`src/tpw_pkg.sv`:
```
package tpw_pkg;
   localparam logic [7:0] ADDR_TSC      = 8'h00;
   localparam logic [7:0] ADDR_CNT      = 8'h04;
   localparam logic [7:0] ADDR_MOD      = 8'h08;
   localparam logic [7:0] ADDR_CSC0     = 8'h0C;
   localparam logic [7:0] ADDR_CVAL0    = 8'h10;
   localparam logic [7:0] ADDR_CSC1     = 8'h14;
   localparam logic [7:0] ADDR_CVAL1    = 8'h18;
   // timer status/control fields
   localparam int         TSC_PS_LSB    = 0;
   localparam int         TSC_RST_BIT   = 4;
   localparam int         TSC_STOP_BIT  = 5;
   localparam int         TSC_OIE_BIT   = 6;
   localparam int         TSC_OFL_BIT   = 7;
   // channel status/control fields
   localparam int         CSC_MAX_BIT   = 0;
   localparam int         CSC_TOV_BIT   = 1;
   localparam int         CSC_ELA_BIT   = 2;
   localparam int         CSC_ELB_BIT   = 3;
   localparam int         CSC_MSA_BIT   = 4;
   localparam int         CSC_MSB_BIT   = 5;
   localparam int         CSC_IE_BIT    = 6;
   localparam int         CSC_FLG_BIT   = 7;
   localparam logic [15:0] MOD_RESET    = 16'hFFFF;
   localparam logic [2:0]  PS_NONE      = 3'h7;
   localparam int          PRE_W        = 6;
endpackage

```
`src/tpw_prescaler.sv`:
```
`timescale 1ns/1ps
module tpw_prescaler (
   input  wire logic       pclk,
   input  wire logic       presetn,
   input  wire logic       clr,
   input  wire logic       run,
   input  wire logic [2:0] sel,
   output logic            tick
);
   typedef struct packed {
      logic [tpw_pkg::PRE_W-1:0] cnt;
   } tpw_pre_st_t;
   tpw_pre_st_t s_q, s_d;
   logic [tpw_pkg::PRE_W-1:0] mask;

   // divide by 2**sel for sel 0 to 6 (sel 7 gives no tick): tick when the low sel bits are all ones
   always_comb begin
      s_d  = s_q;
      mask = tpw_pkg::PRE_W'((7'h01 << sel) - 7'h01);
      tick = run && !clr && (sel != tpw_pkg::PS_NONE) &&
             ((s_q.cnt & mask) == mask);
      if (clr) begin
         s_d.cnt = '0;
      end else if (run) begin
         s_d.cnt = s_q.cnt + 1'b1;
      end
   end

   always_ff @(posedge pclk or negedge presetn) begin
      if (!presetn) begin
         s_q <= '0;
      end else begin
         s_q <= s_d;
      end
   end
endmodule

```
`src/tpw_flag.sv`:
```
`timescale 1ns/1ps
module tpw_flag (
   input  wire logic pclk,
   input  wire logic presetn,
   input  wire logic set,
   input  wire logic rd_arm,
   input  wire logic wr_zero,
   input  wire logic brk,
   input  wire logic brk_clr_en,
   output logic      flag
);
   // two-step clear: a read with the flag set arms, a 0 write then clears
   typedef struct packed {
      logic flag;
      logic armed;
   } tpw_flg_st_t;
   tpw_flg_st_t s_q, s_d;
   logic        allow;

   always_comb begin
      s_d   = s_q;
      allow = !brk || brk_clr_en;
      if (rd_arm && s_q.flag && allow) begin
         s_d.armed = 1'b1;
      end
      if (wr_zero && s_q.armed && allow) begin
         s_d.flag  = 1'b0;
         s_d.armed = 1'b0;
      end
      // new event wins and cancels a pending clear
      if (set) begin
         s_d.flag  = 1'b1;
         s_d.armed = 1'b0;
      end
      flag = s_q.flag;
   end

   always_ff @(posedge pclk or negedge presetn) begin
      if (!presetn) begin
         s_q <= '0;
      end else begin
         s_q <= s_d;
      end
   end
endmodule

```
`src/tpw_timer.sv`:
```
`timescale 1ns/1ps
// Behaviour
// toggle-on-overflow inverts pin at modulo
// pulse from overflow until compare match
// compare drives complement of pulse level
// period is modulo plus one ticks
// duty equals compare over period
// unbuffered compare write takes effect immediately
// compare irq ends pulse, overflow ends period
// software times unbuffered width writes
// software avoids toggle-on-compare for pwm
// buffered select links channels onto pin 0
// buffered write switches at next overflow
// linked: channel 1 unused, pin released
// software writes only inactive pair
// software follows initialisation order
// buffered select beats mode select a
// no overflow toggle gives zero duty
// full duty bit with toggle gives 100%
// flags set on events, enables gate irq
// counts in wait, bus locked, irq wakes
// break halts counter, blocks captures
// break clears only with clear enable
// armed clear holds through break
// flag clears by read-set then write-0
// reset stops counter, reset bit clears
// prescaler divides by one to 64
// counter increments and wraps at modulo
module tpw_timer #(
   parameter int CW = 16
) (
   input  wire logic          pclk,
   input  wire logic          presetn,
   input  wire logic          psel,
   input  wire logic          penable,
   input  wire logic          pwrite,
   input  wire logic [7:0]    paddr,
   input  wire logic [31:0]   pwdata,
   output logic      [31:0]   prdata,
   output logic               pready,
   output logic               pslverr,
   input  wire logic          wait_mode,
   input  wire logic          dbg_break,
   input  wire logic          break_clear_enable,
   input  wire logic [1:0]    cap_in,
   output logic      [1:0]    chan_pin_out,
   output logic      [1:0]    chan_pin_oe,
   output logic               irq,
   output logic               wake
);
   typedef struct packed {
      logic [2:0]    prescale_select;
      logic          counter_stop;
      logic          overflow_irq_en;
      logic [CW-1:0] counter;
      logic [CW-1:0] counter_modulo;
      logic [1:0][6:0] csc;
      logic [1:0][CW-1:0] cval;
      logic [1:0]    pin;
      logic          active1;
      logic          pend1;
      logic          pend0;
      logic [1:0]    cap_q;
      logic [31:0]   rdata;
      logic          rdone;
   } tpw_st_t;
   tpw_st_t s_q, s_d;

   logic          tick, clr, ofl, err;
   logic          acc, wr, rd, locked;
   logic [1:0]    cmp, cap_ev, oc, rd_ch, wz_ch, chf;
   logic          rd_t, wz_t, ovf_flag;
   logic [7:0]    tsc_rd;
   logic [1:0][7:0] csc_rd;
   logic          linked;
   logic [CW-1:0] live0;
   logic [CW-1:0] cnt_nx;

   // registers stay locked in wait; the processor cannot reach them
   assign acc     = psel && penable;
   assign locked  = wait_mode;
   assign wr      = acc && pwrite && !locked;
   assign rd      = acc && !pwrite && !locked && !s_q.rdone;
   // reads take one wait state so the registered data stands at pready
   assign pready  = !(acc && !pwrite && !s_q.rdone);
   assign err     = acc && !(paddr inside {tpw_pkg::ADDR_TSC,
                    tpw_pkg::ADDR_CNT, tpw_pkg::ADDR_MOD,
                    tpw_pkg::ADDR_CSC0, tpw_pkg::ADDR_CVAL0,
                    tpw_pkg::ADDR_CSC1, tpw_pkg::ADDR_CVAL1});
   assign pslverr = err;
   assign prdata  = s_q.rdata;

   assign clr = wr && paddr == tpw_pkg::ADDR_TSC &&
                pwdata[tpw_pkg::TSC_RST_BIT];

   tpw_prescaler u_pre (
      .pclk    (pclk),
      .presetn (presetn),
      .clr     (clr),
      .run     (!s_q.counter_stop && !dbg_break),
      .sel     (s_q.prescale_select),
      .tick    (tick)
   );

   assign linked = s_q.csc[0][tpw_pkg::CSC_MSB_BIT];
   assign ofl    = tick && s_q.counter == s_q.counter_modulo;
   assign cnt_nx = ofl ? '0 : CW'(s_q.counter + 1'b1);
   // in linked mode channel 0 compares against whichever pair is live
   assign live0  = (linked && s_q.active1) ? s_q.cval[1] : s_q.cval[0];

   genvar g;
   generate
      for (g = 0; g < 2; g++) begin : g_ch
         logic msa, elb, ela, is_oc;
         logic [CW-1:0] cv;
         assign msa   = s_q.csc[g][tpw_pkg::CSC_MSA_BIT];
         assign elb   = s_q.csc[g][tpw_pkg::CSC_ELB_BIT];
         assign ela   = s_q.csc[g][tpw_pkg::CSC_ELA_BIT];
         assign cv    = (g == 0) ? live0 : s_q.cval[g];
         // channel 1 is dead while linked
         assign is_oc = (g == 0 ? (msa || linked) : (msa && !linked))
                        && (elb || ela);
         assign oc[g] = is_oc;
         // match when the counter reaches cv, so width is cv ticks
         assign cmp[g] = is_oc && tick && cnt_nx == cv;
         // captures use the edges chosen by the edge/level pair
         assign cap_ev[g] = !is_oc && (elb || ela) && !dbg_break &&
                   !(g == 1 && linked) &&
                   ((ela && cap_in[g] && !s_q.cap_q[g]) ||
                    (elb && !cap_in[g] && s_q.cap_q[g]));
         assign rd_ch[g] = rd && paddr == (g == 0 ? tpw_pkg::ADDR_CSC0
                                                   : tpw_pkg::ADDR_CSC1);
         assign wz_ch[g] = wr && paddr == (g == 0 ? tpw_pkg::ADDR_CSC0
                                                   : tpw_pkg::ADDR_CSC1)
                           && !pwdata[tpw_pkg::CSC_FLG_BIT];
         tpw_flag u_chf (
            .pclk       (pclk),
            .presetn    (presetn),
            .set        (cmp[g] || cap_ev[g]),
            .rd_arm     (rd_ch[g]),
            .wr_zero    (wz_ch[g]),
            .brk        (dbg_break),
            .brk_clr_en (break_clear_enable),
            .flag       (chf[g])
         );
         assign csc_rd[g] = {chf[g], s_q.csc[g]};
      end
   endgenerate

   assign rd_t = rd && paddr == tpw_pkg::ADDR_TSC;
   assign wz_t = wr && paddr == tpw_pkg::ADDR_TSC &&
                 !pwdata[tpw_pkg::TSC_OFL_BIT];

   tpw_flag u_tof (
      .pclk       (pclk),
      .presetn    (presetn),
      .set        (ofl),
      .rd_arm     (rd_t),
      .wr_zero    (wz_t),
      .brk        (dbg_break),
      .brk_clr_en (break_clear_enable),
      .flag       (ovf_flag)
   );

   assign tsc_rd = {ovf_flag, s_q.overflow_irq_en, s_q.counter_stop,
                    1'b0, 1'b0, s_q.prescale_select};

   // compare irq at end of pulse, overflow irq at end of period
   assign irq  = (ovf_flag && s_q.overflow_irq_en) ||
                 (chf[0] && s_q.csc[0][tpw_pkg::CSC_IE_BIT]) ||
                 (chf[1] && s_q.csc[1][tpw_pkg::CSC_IE_BIT] &&
                  !linked);
   assign wake = irq && wait_mode;

   always_comb begin
      s_d       = s_q;
      s_d.cap_q = cap_in;
      s_d.rdone = acc && !pwrite && !s_q.rdone;
      // counter
      if (clr) begin
         s_d.counter = '0;
      end else if (tick) begin
         s_d.counter = cnt_nx;
      end
      // buffered pair switches only at overflow
      if (ofl && linked) begin
         if (s_q.pend1) begin
            s_d.active1 = 1'b1;
         end else if (s_q.pend0) begin
            s_d.active1 = 1'b0;
         end
         s_d.pend0 = 1'b0;
         s_d.pend1 = 1'b0;
      end
      if (!linked) begin
         s_d.active1 = 1'b0;
         s_d.pend0   = 1'b0;
         s_d.pend1   = 1'b0;
      end
      // pin actions per channel
      for (int i = 0; i < 2; i++) begin
         if (oc[i]) begin
            if (cmp[i]) begin
               unique case ({s_q.csc[i][tpw_pkg::CSC_ELB_BIT],
                             s_q.csc[i][tpw_pkg::CSC_ELA_BIT]})
                  2'b01: s_d.pin[i] = ~s_q.pin[i];
                  2'b10: s_d.pin[i] = 1'b0;
                  2'b11: s_d.pin[i] = 1'b1;
                  default: s_d.pin[i] = s_q.pin[i];
               endcase
            end
            // overflow toggle applied after the compare action so it defines the period edge
            if (ofl && s_q.csc[i][tpw_pkg::CSC_TOV_BIT]) begin
               s_d.pin[i] = ~s_q.pin[i];
            end
            if (s_q.csc[i][tpw_pkg::CSC_MAX_BIT] &&
                s_q.csc[i][tpw_pkg::CSC_TOV_BIT]) begin
               s_d.pin[i] = ~s_q.csc[i][tpw_pkg::CSC_ELA_BIT];
            end
         end else begin
            // initial level while el pair is 00: msa 1 = low
            s_d.pin[i] = ~s_q.csc[i][tpw_pkg::CSC_MSA_BIT];
         end
      end
      // register writes
      if (wr) begin
         unique case (paddr)
            tpw_pkg::ADDR_TSC: begin
               s_d.prescale_select = pwdata[2:0];
               s_d.counter_stop    = pwdata[tpw_pkg::TSC_STOP_BIT];
               s_d.overflow_irq_en = pwdata[tpw_pkg::TSC_OIE_BIT];
            end
            tpw_pkg::ADDR_MOD: s_d.counter_modulo = pwdata[CW-1:0];
            tpw_pkg::ADDR_CSC0: s_d.csc[0] = pwdata[6:0];
            tpw_pkg::ADDR_CSC1: begin
               if (!linked) begin
                  s_d.csc[1] = pwdata[6:0];
               end
            end
            tpw_pkg::ADDR_CVAL0: begin
               s_d.cval[0] = pwdata[CW-1:0];
               s_d.pend0   = linked;
               s_d.pend1   = 1'b0;
            end
            tpw_pkg::ADDR_CVAL1: begin
               s_d.cval[1] = pwdata[CW-1:0];
               s_d.pend1   = linked;
               s_d.pend0   = 1'b0;
            end
            default: ;
         endcase
      end
      // read data registered in access phase
      if (rd) begin
         unique case (paddr)
            tpw_pkg::ADDR_TSC:   s_d.rdata = {24'h000000, tsc_rd};
            tpw_pkg::ADDR_CNT:   s_d.rdata = 32'(s_q.counter);
            tpw_pkg::ADDR_MOD:   s_d.rdata = 32'(s_q.counter_modulo);
            tpw_pkg::ADDR_CSC0:  s_d.rdata = {24'h000000, csc_rd[0]};
            tpw_pkg::ADDR_CSC1:  s_d.rdata = {24'h000000, csc_rd[1]};
            tpw_pkg::ADDR_CVAL0: s_d.rdata = 32'(s_q.cval[0]);
            tpw_pkg::ADDR_CVAL1: s_d.rdata = 32'(s_q.cval[1]);
            default:             s_d.rdata = 32'h00000000;
         endcase
      end
   end

   always_ff @(posedge pclk or negedge presetn) begin
      if (!presetn) begin
         s_q                <= '0;
         s_q.counter_stop   <= 1'b1;
         s_q.counter_modulo <= tpw_pkg::MOD_RESET;
         s_q.pin            <= 2'h3;
      end else begin
         s_q <= s_d;
      end
   end

   // channel 1 pin released to general purpose while linked
   assign chan_pin_out = s_q.pin;
   assign chan_pin_oe  = {oc[1], oc[0]};

   chk_stop_hold: assert property (@(posedge pclk) disable iff (!presetn)
      s_q.counter_stop && !clr |=> s_q.counter == $past(s_q.counter))
      else $error("counter moved while stopped");
   chk_wrap_zero: assert property (@(posedge pclk) disable iff (!presetn)
      ofl && !clr |=> s_q.counter == '0)
      else $error("counter did not wrap");
   chk_brk_halt: assert property (@(posedge pclk) disable iff (!presetn)
      dbg_break && !clr |=> $stable(s_q.counter))
      else $error("counter ran in break");
   chk_ofl_flag: assert property (@(posedge pclk) disable iff (!presetn)
      ofl |=> ovf_flag)
      else $error("overflow flag missing");
   chk_tov_toggle: assert property (@(posedge pclk) disable iff (!presetn)
      ofl && oc[0] && s_q.csc[0][tpw_pkg::CSC_TOV_BIT] &&
      !s_q.csc[0][tpw_pkg::CSC_MAX_BIT] && !wr
      |=> s_q.pin[0] != $past(s_q.pin[0]))
      else $error("no toggle on overflow");
   chk_no_tov: assert property (@(posedge pclk) disable iff (!presetn)
      oc[0] && !s_q.csc[0][tpw_pkg::CSC_TOV_BIT] && s_q.csc[0][3:2] == 2'b10
      && !s_q.pin[0] && !wr |=> !s_q.pin[0])
      else $error("pin rose without overflow toggle");
   chk_brk_flag: assert property (@(posedge pclk) disable iff (!presetn)
      dbg_break && !break_clear_enable && ovf_flag |=> ovf_flag)
      else $error("flag cleared in break");
   chk_irq_gate: assert property (@(posedge pclk) disable iff (!presetn)
      irq |-> (ovf_flag && s_q.overflow_irq_en) ||
              (chf[0] && s_q.csc[0][6]) || (chf[1] && s_q.csc[1][6]))
      else $error("irq without enabled flag");
   chk_buf_swap: assert property (@(posedge pclk) disable iff (!presetn)
      linked && s_q.pend1 && ofl && !wr |=> s_q.active1)
      else $error("buffered pair did not switch");

   cov_ofl:    cover property (@(posedge pclk) ofl);
   cov_cmp:    cover property (@(posedge pclk) cmp[0] ##[1:300] ofl);
   cov_swap:   cover property (@(posedge pclk) linked && s_q.pend1 && ofl);
   cov_brkclr: cover property (@(posedge pclk) dbg_break && wz_t);
endmodule

```
`config.mk`:
```
export PLATFORM = sky130hd
export DESIGN_NAME = tpw_timer
export DESIGN_NICKNAME = d
export VERILOG_FILES = /design/src/tpw_pkg.sv /design/src/tpw_prescaler.sv /design/src/tpw_flag.sv /design/src/tpw_timer.sv
export SDC_FILE = /design/constraint.sdc
export NUM_CORES = 1
export LEC_CHECK = 0
export ABC_AREA = 1
export ABC_CLOCK_PERIOD_IN_PS = 1890
export BUFFER_PORTS_ARGS = -buffer_cell sky130_fd_sc_hd__buf_4
export CORE_UTILIZATION = 53
export DETAILED_ROUTE_END_ITERATION = 8
export PLACE_DENSITY = 0.76
export SLEW_MARGIN = 20
export SYNTH_ARGS = -nofsm -noshare
export SYNTH_HDL_FRONTEND = slang
export SYNTH_SLANG_ARGS = --single-unit
```
`constraint.sdc`:
```
create_clock -name pclk -period 1.89 [get_ports pclk]
set_input_delay 0.189 -clock pclk [delete_from_list [all_inputs] [get_ports pclk]]
set_output_delay 0.189 -clock pclk [all_outputs]
set_load 0.005 [all_outputs]
```
==> flow_summary_export.csv, run 1 <==
group,metric,value,unit
finish,register_area,3000,um2
detailed_routing,drt-total-wl,22100,um
sta,finalMaxSlewViolations,0,
yosys,yosys_warnings,0,
setup_path,r2r-start,"s_q[101]",
placed_design,dpl-instance-area,8510,um2
finish,final_cells,1335,
floorplan,chipWidth,117,um
setup_path,slowest_delay,0.56,ns
detailed_routing,first_iter_violations,747,
yosys,yosys_register_bits,119,
yosys,synth-edff-count,0,
global_route,antenna_found_initial,0,
setup_path,worstRegToRegCells,16,
clock_tree,numCtsBuffers,17,
outcome,status,"finished with violations",
sta,fin_skew,0.00981,ns
setup_path,cp_slowest_cell,"dfstp_2",
detailed_routing,viasPerCell,5.49,
power,p_leak,4.79,nW
yosys,synth_ff_type,"dfrtp_1",
detailed_routing,postRouteAntennaNets,0,
placed_design,dpl_worst_slack,-0.554,ns
sta,slew_headroom,0.588,
clock_tree,clock_sinks,119,
power,p_total,0.00612,W
setup_path,crit_start,"s_q[101]",
hold_path,hold_class,"in -> reg",
power,powerDensity,651,nW/um2
setup_path,worstSetupEndpointType,"flip-flop",
setup_path,crit_top_cell,"nand2_1",
yosys,synth.distinct_cells,45,
yosys,async_reset_ff_frac,1.00,
floorplan,core_area,12800,um2
finish,final_core_util,0.736,
finish,syn_to_final_growth,33.4,%
clock_tree,clkLatencyLatePin,0.43,ns
finish,final_common_cell,"nand2_1",
finish,layout_common_cells,"nand2_1, buf_4, o21ai_0, inv_1, dfrtp_1",
setup_path,cp_max_fo,7,
clock_tree,htree_levels,4,
setup_path,rrSetupSlack,-0.54,ns
placed_design,port_buffers,57,
global_route,grt_pass1_wl,35100,um
sta,finalCriticalPeriod,2.43,ns
global_route,grt_max_degree,120,
global_route,grt_pass1_vias,6943,
detailed_routing,dr.pass1.iters,6,
sta,period_share,1.28,
detailed_routing,vias,7328,
sta,layout_setup_ws,-0.535,ns
floorplan,start_util,0.552,
placed_design,place_congestion,1.02,
setup_path,cp_cell_sequence,"xnor2_2 -> nand2_1 -> nor2_2 -> nand2_1 -> nor2_2 -> nand2_4 -> buf_12 -> buf_8 -> nand3b_1 -> nand2_1 -> nor2_1 -> nand2_1 -> nor2_2 -> nand3_2 -> nand2_1 -> nor2_1",
sta,fmax,412,MHz
detailed_routing,drc,0,
clock_tree,cts_root_buf,"clkbuf_16",
flow_run,maxCapViolations,0,
setup_path,path_class,"reg -> reg",
yosys,synthCells,963,
sta,setup_viol,11,
setup_path,cp.arrival,2.74,ns
detailed_routing,wl_per_cell,16.6,um
clock_tree,clock_path_buffers,2,
clock_tree,cts_tree,"yes",
setup_path,rr_endpoint,"g_ch[1].u_chf.s_q[0]",
placed_design,hpwlAfterDp,16000,um
yosys,ys_seq_area_frac,0.426,
floorplan,ios,90,
finish,n_antenna_cell,0,
finish,design_area,9410,um2
setup_path,startpoint_type,"flip-flop",
finish,fillers,985,
setup_path,cp-endpoint,"g_ch[1].u_chf.s_q[0]",
setup_path,required,2.21,ns
global_route,gr-total-overflow,0,
finish,multi_input_area,3460,um2
global_route,grt_usage,0.331,
sta,tightest_slew,0.619,ns
outcome,violations,"negative setup slack",
yosys,syn_avg_cell_area,7.32,um2
sta,hold_viol,0,
power,peakVddDrop,0.572,mV
finish,fin_nets,1203,
finish,layout-drive-gt1-share,0.283,
floorplan,die_area,13800,um2
sta,rsz0062_at_grt,"yes",
floorplan,die_y,117,um
yosys,syn-cell-area,7050,um2
clock_tree,clkTransAtPathRegs,0.05,ns
floorplan,rows,41,
placed_design,post-place-cells,1292,
## sequential cells by signal, indices dropped and copies added, names as in the netlist
signal,count
u_tof.s_q,1
chan_pin_out,2
g_ch.u_chf.s_q,2
g_ch.u_chf.flag,2
s_q,59
u_pre.s_q,6
g_ch.cv,16
csc_rd,14
prdata,16
u_tof.flag,1
## cell usage after synthesis (5+ instances only)
master      n  area share
a21oi_1    13      0.0092
a221oi_1    6      0.0075
buf_4      37       0.039
clkbuf_1   21       0.011
dfrtp_1   100        0.35
dfstp_2    19       0.071
inv_1     110       0.059
inv_2      13      0.0069
nand2_1   293        0.16
nand3_1    51       0.036
nand4_1     6      0.0053
nor2_1     61       0.032
nor3_1     11      0.0078
o21ai_0   117       0.083
o221ai_1    5      0.0062
o22ai_1    30       0.027
xnor2_1    10       0.012
xor2_1     16       0.020
## where the power goes
part,switching [W],total [W],internal [W],leakage (nW)
logic,0.000354,0.000657,0.000304,3.05
registers,0.0000426,0.00265,0.00261,1.50
clock network,0.00109,0.00281,0.00172,0.245
total,0.00149,0.00612,0.00463,4.79
## worst min path at each step
stage	endpoint	start	cells past startpoint
final	csc_rd[3]	pwdata[3]	3
after global routing	csc_rd[3]	pwdata[3]	3
after CTS	csc_rd[3]	pwdata[3]	3
after detailed placement	s_q[33]	cap_in[0]	1
after global placement	s_q[34]	cap_in[1]	1
after floorplan	csc_rd[0]	presetn	0
## cell type report
cell class / instances / area share
Sequential cell: 119 / 0.319
Clock inverter: 4 / 0.00239
Inverter: 124 / 0.0498
Multi-Input combinational cell: 672 / 0.368
Clock buffer: 27 / 0.0514
Timing Repair Buffer: 217 / 0.186
Tap cell: 172 / 0.0229
## worst max-delay path, delay by kind of cell, from the launching register on
kind	cells	cell delay (ns)
buffers and inverters	2	0.29
and+or+nand+nor	13	1.34
DFF	1	0.56
xor gates and xnor gates	1	0.12
## metrics by stage
| step | setup TNS, ns | hold WS (ns) |
|---|---|---|
| finish | -3.11 | 0.0148 |
| global route | -4.90 | 0.0572 |
| CTS | -2.10 | 0.00615 |
| detailed placement | -2.84 | 0.319 |
| global placement | -2.55 | 0.318 |
| floorplan | -0.144 | -0.107 |
## what timing repair did
item | CTS | global route
buffers inserted | 2 | 4
gates cloned | 2 | 0
hold buffers | 7 | 0
setup endpoints to repair | 7 | 27
hold endpoints to repair | 106 | 0
resized for setup | 26 | 42
pin swaps | 19 | 16
## metal layers
layer | track usage | wire, um
met5 | 0 | 0
met2 | 0.495 | 9930
met1 | 0.449 | 9380
met4 | 0.179 | 769
met3 | 0.0705 | 2050
## cells by family after synthesis
group	after synthesis	synth area share
other	1	0.000532
AO/OA/AOI/OAI	186	0.149
flip-flops	119	0.426
adder cells (fa/ha/maj)	2	0.00355
XOR/XNOR	27	0.0346
AND/OR/NAND/NOR	441	0.262
buffers and inverters	187	0.124
(Power assumes the default switching activity.)
==> run 2, diff against run 1 <==
HOLD_SLACK_MARGIN = 0.02   (was default)
==> run 2 against run 1 <==
Clock skew about the same. Via count decreased by 0.45%. Flip-flop and latch count unchanged. Fmax increased by 0.40%. The flow still finishes with violations (negative setup slack). Critical endpoint unchanged.
==> flow_summary_export.csv, run 2 (same netlist as run 1, synthesis figures left out) <==
group,metric,value,unit
power,p_comb_frac,0.108,
sta,layout_setup_ws,-0.525,ns
floorplan,rows,41,
power,seqPwrFrac,0.433,
sta,hold_viol,0,
finish,largest_reg_flops,59,
clock_tree,numCtsBuffers,17,
global_route,busiest_layer,"met2",
sta,setup_viol,10,
floorplan,die_area,13800,um2
finish,final_common_cell,"nand2_1",
detailed_routing,drt-total-wl,22200,um
hold_path,hold_class,"in -> reg",
sta,finalMaxSlewViolations,0,
clock_tree,clkTransAtPathRegs,0.05,ns
placed_design,port_buffers,57,
floorplan,chipWidth,117,um
power,clock_power_share,0.459,
global_route,grt_pass1_vias,6961,
global_route,antenna_found_initial,0,
clock_tree,cts_tree,"yes",
power,powerDensity,650,nW/um2
finish,n_antenna_cell,0,
setup_path,cp.arrival,2.73,ns
sta,fmax,414,MHz
global_route,gr-usage-met1,0.450,
sta,fin_skew,0.0101,ns
clock_tree,htree_levels,4,
setup_path,worstSetupEndpointType,"flip-flop",
finish,layout-drive-gt1-share,0.283,
global_route,use_met2,0.497,
detailed_routing,postRouteAntennaNets,0,
detailed_routing,drc,0,
detailed_routing,viasPerCell,5.46,
finish,top_register,"s_q",
power,p_leak,4.80,nW
clock_tree,cts_root_buf,"clkbuf_16",
global_route,grt_max_degree,120,
placed_design,place_congestion,1.02,
sta,tightest_slew,0.590,ns
clock_tree,clkLatencyLatePin,0.43,ns
global_route,grt.met3_usage,0.0720,
finish,fin_nets,1204,
global_route,grt_pass1_wl,35200,um
floorplan,core_area,12800,um2
setup_path,startpoint_type,"flip-flop",
setup_path,path_class,"reg -> reg",
setup_path,cp_max_fo,7,
placed_design,post-place-cells,1292,
sta,rsz0062_at_grt,"yes",
setup_path,required,2.20,ns
power,p_sw_frac,0.242,
finish,final_cells,1336,
clock_tree,clock_path_buffers,2,
outcome,status,"finished with violations",
power,peakVddDrop,0.570,mV
sta,finalCriticalPeriod,2.42,ns
global_route,grt_usage,0.332,
finish,syn_to_final_growth,33.5,%
finish,layout_common_cells,"nand2_1, buf_4, o21ai_0, inv_1, dfrtp_1",
placed_design,hpwlAfterDp,16000,um
clock_tree,clock_sinks,119,
floorplan,start_util,0.552,
flow_run,maxCapViolations,0,
power,power.switching,0.00148,W
global_route,gr-total-overflow,0,
outcome,violations,"negative setup slack",
floorplan,ios,90,
power,p_int,0.00464,W
detailed_routing,wl_per_cell,16.6,um
floorplan,die_y,117,um
detailed_routing,first_iter_violations,783,
sta,slew_headroom,0.596,
detailed_routing,vias,7295,
sta,hold_ws,0.0335,ns
sta,period_share,1.28,
detailed_routing,dr.pass1.iters,5,
## run 2: cell types whose count changed in the layout (fill, tap and decap cells not counted)
cell and delta:
dlygate4sd3_1 +1
## run 2: path summary, 6_finish.rpt
check,start,endpoint,slack [ns],cells after the start
setup reg to reg,s_q[101],g_ch[1].u_chf.s_q[0],-0.53,16
hold reg to reg,s_q[0],s_q[0],0.43,1
max in group asynchronous,presetn,s_q[118],1.04,3
setup / recovery,s_q[101],g_ch[1].u_chf.s_q[0],-0.53,16
hold / removal,pwdata[11],s_q[97],0.03,3
min in group asynchronous,presetn,s_q[115],0.41,3
## run 2: power groups by stage
stage / clock network (W) / logic [W] / registers (W)
after global routing: 0.00296 / 0.000723 / 0.00265
after global placement: 0 / 0.000575 / 0.00268
after floorplan: 0 / 0.000280 / 0.00268
final: 0.00281 / 0.000660 / 0.00265
after CTS: 0.00283 / 0.000610 / 0.00265
after detailed placement: 0 / 0.000582 / 0.00269
## run 2: per-layer routing
metal,vias to the layer above,routed length [um]
met2,392,9910
li1,3439,-
met5,-,0
met1,3400,9420
met3,64,2050
met4,0,798
## run 2: layout make-up
| class | count | area [um2] |
|---|---|---|
| sequential | 119 | 3000 |
| clock buffer | 27 | 483 |
| multi-input combinational | 672 | 3460 |
| clock inverter | 4 | 22.5 |
| fill | 983 | 3360 |
| timing repair buffer | 218 | 1760 |
| tap | 172 | 215 |
| inverter | 124 | 468 |
## run 2: timing repair
item	in CTS	in global routing
hold endpoints to repair	108	0
gates resized for setup	26	42
gates cloned	2	0
pin swaps	19	16
endpoints found under the setup margin	7	27
hold buffers	8	0
buffers inserted	2	4
## run 2: critical path, cell delays in order, from the launching register on
cell and delay (ns):
dfstp_2 0.56, xnor2_2 0.12, nand2_1 0.10, nor2_2 0.15, nand2_1 0.10, nor2_2 0.16
nand2_4 0.12, buf_12 0.16, buf_8 0.13, nand3b_1 0.08, nand2_1 0.07, nor2_1 0.08
nand2_1 0.09, nor2_2 0.10, nand3_2 0.14, nand2_1 0.11, nor2_1 0.04
## run 2: stage by stage
step | setup WS, ns | total power, W | util | instance area, um2 | TNS [ns]
3_5_place_dp | -0.554 | 0.00327 | 0.666 | 8510 | -2.84
3_3_place_gp | -0.508 | 0.00326 | 0.666 | 8510 | -2.55
2_1_floorplan | -0.0410 | 0.00296 | - | 7110 | -0.144
5_1_grt | -0.642 | 0.00634 | 0.737 | 9420 | -4.90
6_report | -0.525 | 0.00612 | 0.737 | 9420 | -2.99
4_1_cts | -0.384 | 0.00608 | 0.727 | 9280 | -2.10
==> run 3, diff against run 2 <==
MAX_ROUTING_LAYER = met4   (was default)
SYNTH_HIERARCHICAL = 1   (was default)
==> run 3 against run 2 <==
The run still ends with negative setup slack left. Setup slack got worse by 0.33 ns. Via count up 14%. Count of clock-buffer cells in the layout shrank 9. Fmax decreased by 12%. Register-to-register slack got worse by 0.33 ns. Utilization rose by 5.2 points. Critical path depth grew 7. Flip-flop and latch count unchanged. Area after synthesis rose by 4.9%. Sequential share of layout area is 3.5 points lower.
==> flow_summary_export.csv, run 3 <==
group,metric,value,unit
sta,tightest_slew,0.569,ns
setup_path,cp.arrival,3.06,ns
power,clock_power_share,0.289,
setup_path,path_class,"reg -> reg",
finish,layout-drive-gt1-share,0.313,
placed_design,hpwlAfterDp,20000,um
floorplan,ios,90,
finish,largest_reg_flops,59,
floorplan,die_y,120,um
yosys,syn_avg_cell_area,6.89,um2
floorplan,die_area,14400,um2
sta,finalMaxSlewViolations,0,
floorplan,core_area,13400,um2
placed_design,place_congestion,1.07,
yosys,yosys-top-cells-area,"dfrtp_1, nand2_1, o21ai_0",
yosys,post-synth-top-count-cell,"nand2_1",
power,power.switching,0.00406,W
clock_tree,clkTransAtPathRegs,0.06,ns
global_route,grt_pass1_vias,7573,
setup_path,cp_max_fo,8,
floorplan,start_util,0.552,
sta,setup_viol,26,
yosys,syn-cell-area,7390,um2
yosys,synth.distinct_cells,43,
clock_tree,clkLatencyLatePin,0.43,ns
sta,fin_skew,0.0108,ns
finish,layout_common_cells,"nand2_1, buf_4, inv_1, o21ai_0, dfrtp_1",
detailed_routing,wl_per_cell,18.0,um
yosys,ys_seq_area_frac,0.406,
finish,final_common_cell,"nand2_1",
detailed_routing,postRouteAntennaNets,0,
finish,fillers,988,
finish,register_area,3000,um2
sta,layout_setup_ws,-0.859,ns
global_route,gr-total-overflow,0,
power,p_comb_frac,0.438,
sta,period_share,1.45,
sta,hold_ws,0.0357,ns
setup_path,required,2.21,ns
finish,syn_to_final_growth,43.1,%
floorplan,chipWidth,120,um
setup_path,worstSetupEndpointType,"flip-flop",
finish,multi_input_area,3880,um2
outcome,violations,"negative setup slack",
clock_tree,htree_levels,4,
clock_tree,clock_sinks,119,
detailed_routing,viasPerCell,5.55,
detailed_routing,first_iter_violations,1084,
placed_design,port_buffers,57,
finish,top_register,"s_q",
yosys,async_reset_ff_frac,1.00,
power,p_sw_frac,0.365,
yosys,synth_ff_type,"dfrtp_1",
global_route,grt_usage,0.390,
global_route,grt_pass1_wl,40600,um
setup_path,startpoint_type,"flip-flop",
power,seqPwrFrac,0.273,
detailed_routing,drc,0,
finish,design_area,10600,um2
placed_design,dpl-instance-area,9390,um2
detailed_routing,dr.pass1.iters,8,
clock_tree,cts_tree,"yes",
power,peakVddDrop,0.842,mV
detailed_routing,drt-total-wl,27100,um
yosys,yosysTopAreaCell,"dfrtp_1",
global_route,antenna_found_initial,1,
clock_tree,numCtsBuffers,17,
yosys,synth-edff-count,0,
sta,finalCriticalPeriod,2.75,ns
power,powerDensity,1050,nW/um2
yosys,netlist_top_cells_count,"nand2_1, inv_1, o21ai_0",
clock_tree,cts_root_buf,"clkbuf_16",
outcome,status,"finished with violations",
finish,fin_nets,1368,
sta,rsz0062_at_grt,"yes",
clock_tree,clock_path_buffers,2,
global_route,grt_max_degree,44,
yosys,synth_top_area_frac,0.338,
sta,slew_headroom,0.621,
yosys,yosys_warnings,6,
yosys,synthCells,1073,
flow_run,maxCapViolations,0,
sta,hold_viol,0,
sta,fmax,364,MHz
hold_path,hold_class,"in -> reg",
detailed_routing,vias,8352,
yosys,yosys_register_bits,119,
floorplan,rows,42,
power,p_leak,5.35,nW
power,p_int,0.00705,W
[run 3: path summary, 6_finish.rpt]
path	startpoint	to	slack (ns)	cells after the start
max reg2reg	s_q[119]	g_ch[0].u_chf/s_q[0]	-0.86	23
min	pwdata[13]	s_q[99]	0.04	3
min reg2reg	s_q[0]	s_q[0]	0.41	1
min in group asynchronous	presetn	s_q[55]	0.24	2
max	s_q[119]	g_ch[0].u_chf/s_q[0]	-0.86	23
max in group asynchronous	presetn	s_q[92]	1.01	3
[run 3: timing repair]
action,CTS,global route
setup endpoints to repair,27,27
pin swaps,5,23
cloned,1,3
hold buffers,6,0
hold endpoints to repair,31,0
resized for setup,28,66
buffers inserted,5,9
[run 3: area by class of cell]
| cell class | instances | area share |
|---|---|---|
| Timing Repair Buffer | 272 | 0.220 |
| Clock inverter | 14 | 0.0142 |
| Clock buffer | 18 | 0.0406 |
| Antenna cell | 1 | 0.000237 |
| Tap cell | 176 | 0.0208 |
| Inverter | 149 | 0.0538 |
| Sequential cell | 119 | 0.284 |
| Multi-Input combinational cell | 757 | 0.366 |
[run 3: power by group through the flow]
stage	registers, W	clock network (W)	logic, W
final	0.00304	0.00321	0.00486
after global routing	0.00306	0.00333	0.00522
after global placement	0.00306	0	0.00408
after floorplan	0.00305	0	0.00206
after detailed placement	0.00306	0	0.00410
after CTS	0.00302	0.00321	0.00430
[run 3: metal layers]
layer	wire length, um	vias up	track usage	share of wire
met3	3780	58	0.130	0.14
met1	11100	3879	0.534	0.41
met5	0	-	-	0
met4	698	0	0.127	0.026
met2	11500	546	0.540	0.43
li1	-	3869	-	-
[run 3: per-stage QoR]
stage / util / total power, W / TNS, ns / worst slack [ns] / std cells
floorplan: - / 0.00512 / -7.49 / -0.766 / 1088
global placement: 0.700 / 0.00714 / -17.09 / -1.11 / 1452
detailed placement: 0.700 / 0.00716 / -18.01 / -1.15 / 1452
CTS: 0.760 / 0.0105 / -5.89 / -0.722 / 1496
global route: 0.789 / 0.0116 / -11.76 / -1.05 / 1506
finish: 0.789 / 0.0111 / -7.80 / -0.859 / 1506
[run 3: cell families after synthesis]
| family | Yosys count | synth area share |
|---|---|---|
| flops | 119 | 0.406 |
| buf+inv | 212 | 0.129 |
| compound gates | 190 | 0.147 |
| xor+xnor | 10 | 0.0118 |
| other cells | 1 | 0.000507 |
| mux | 1 | 0.00135 |
| simple gates | 538 | 0.301 |
| fa+ha+maj | 2 | 0.00338 |
[run 3: critical path, stage by stage (launching register included)]
cell and delay [ns]:
dfstp_2 0.39, nor2_4 0.10, nand2_2 0.07, a21oi_2 0.10, nand2_1 0.07, a21oi_2 0.17, nand2_1 0.08, nor2_1 0.09
nand2_1 0.08, nor2_2 0.13, nand3_4 0.19, buf_12 0.22, nand2_8 0.06, nand2_2 0.05, nand2_2 0.07, nand2_1 0.06
nor2_1 0.12, nand2_1 0.07, nor2_2 0.12, nand2_2 0.11, o41ai_2 0.07, inv_1 0.10, nand2_1 0.08, nor2_1 0.04
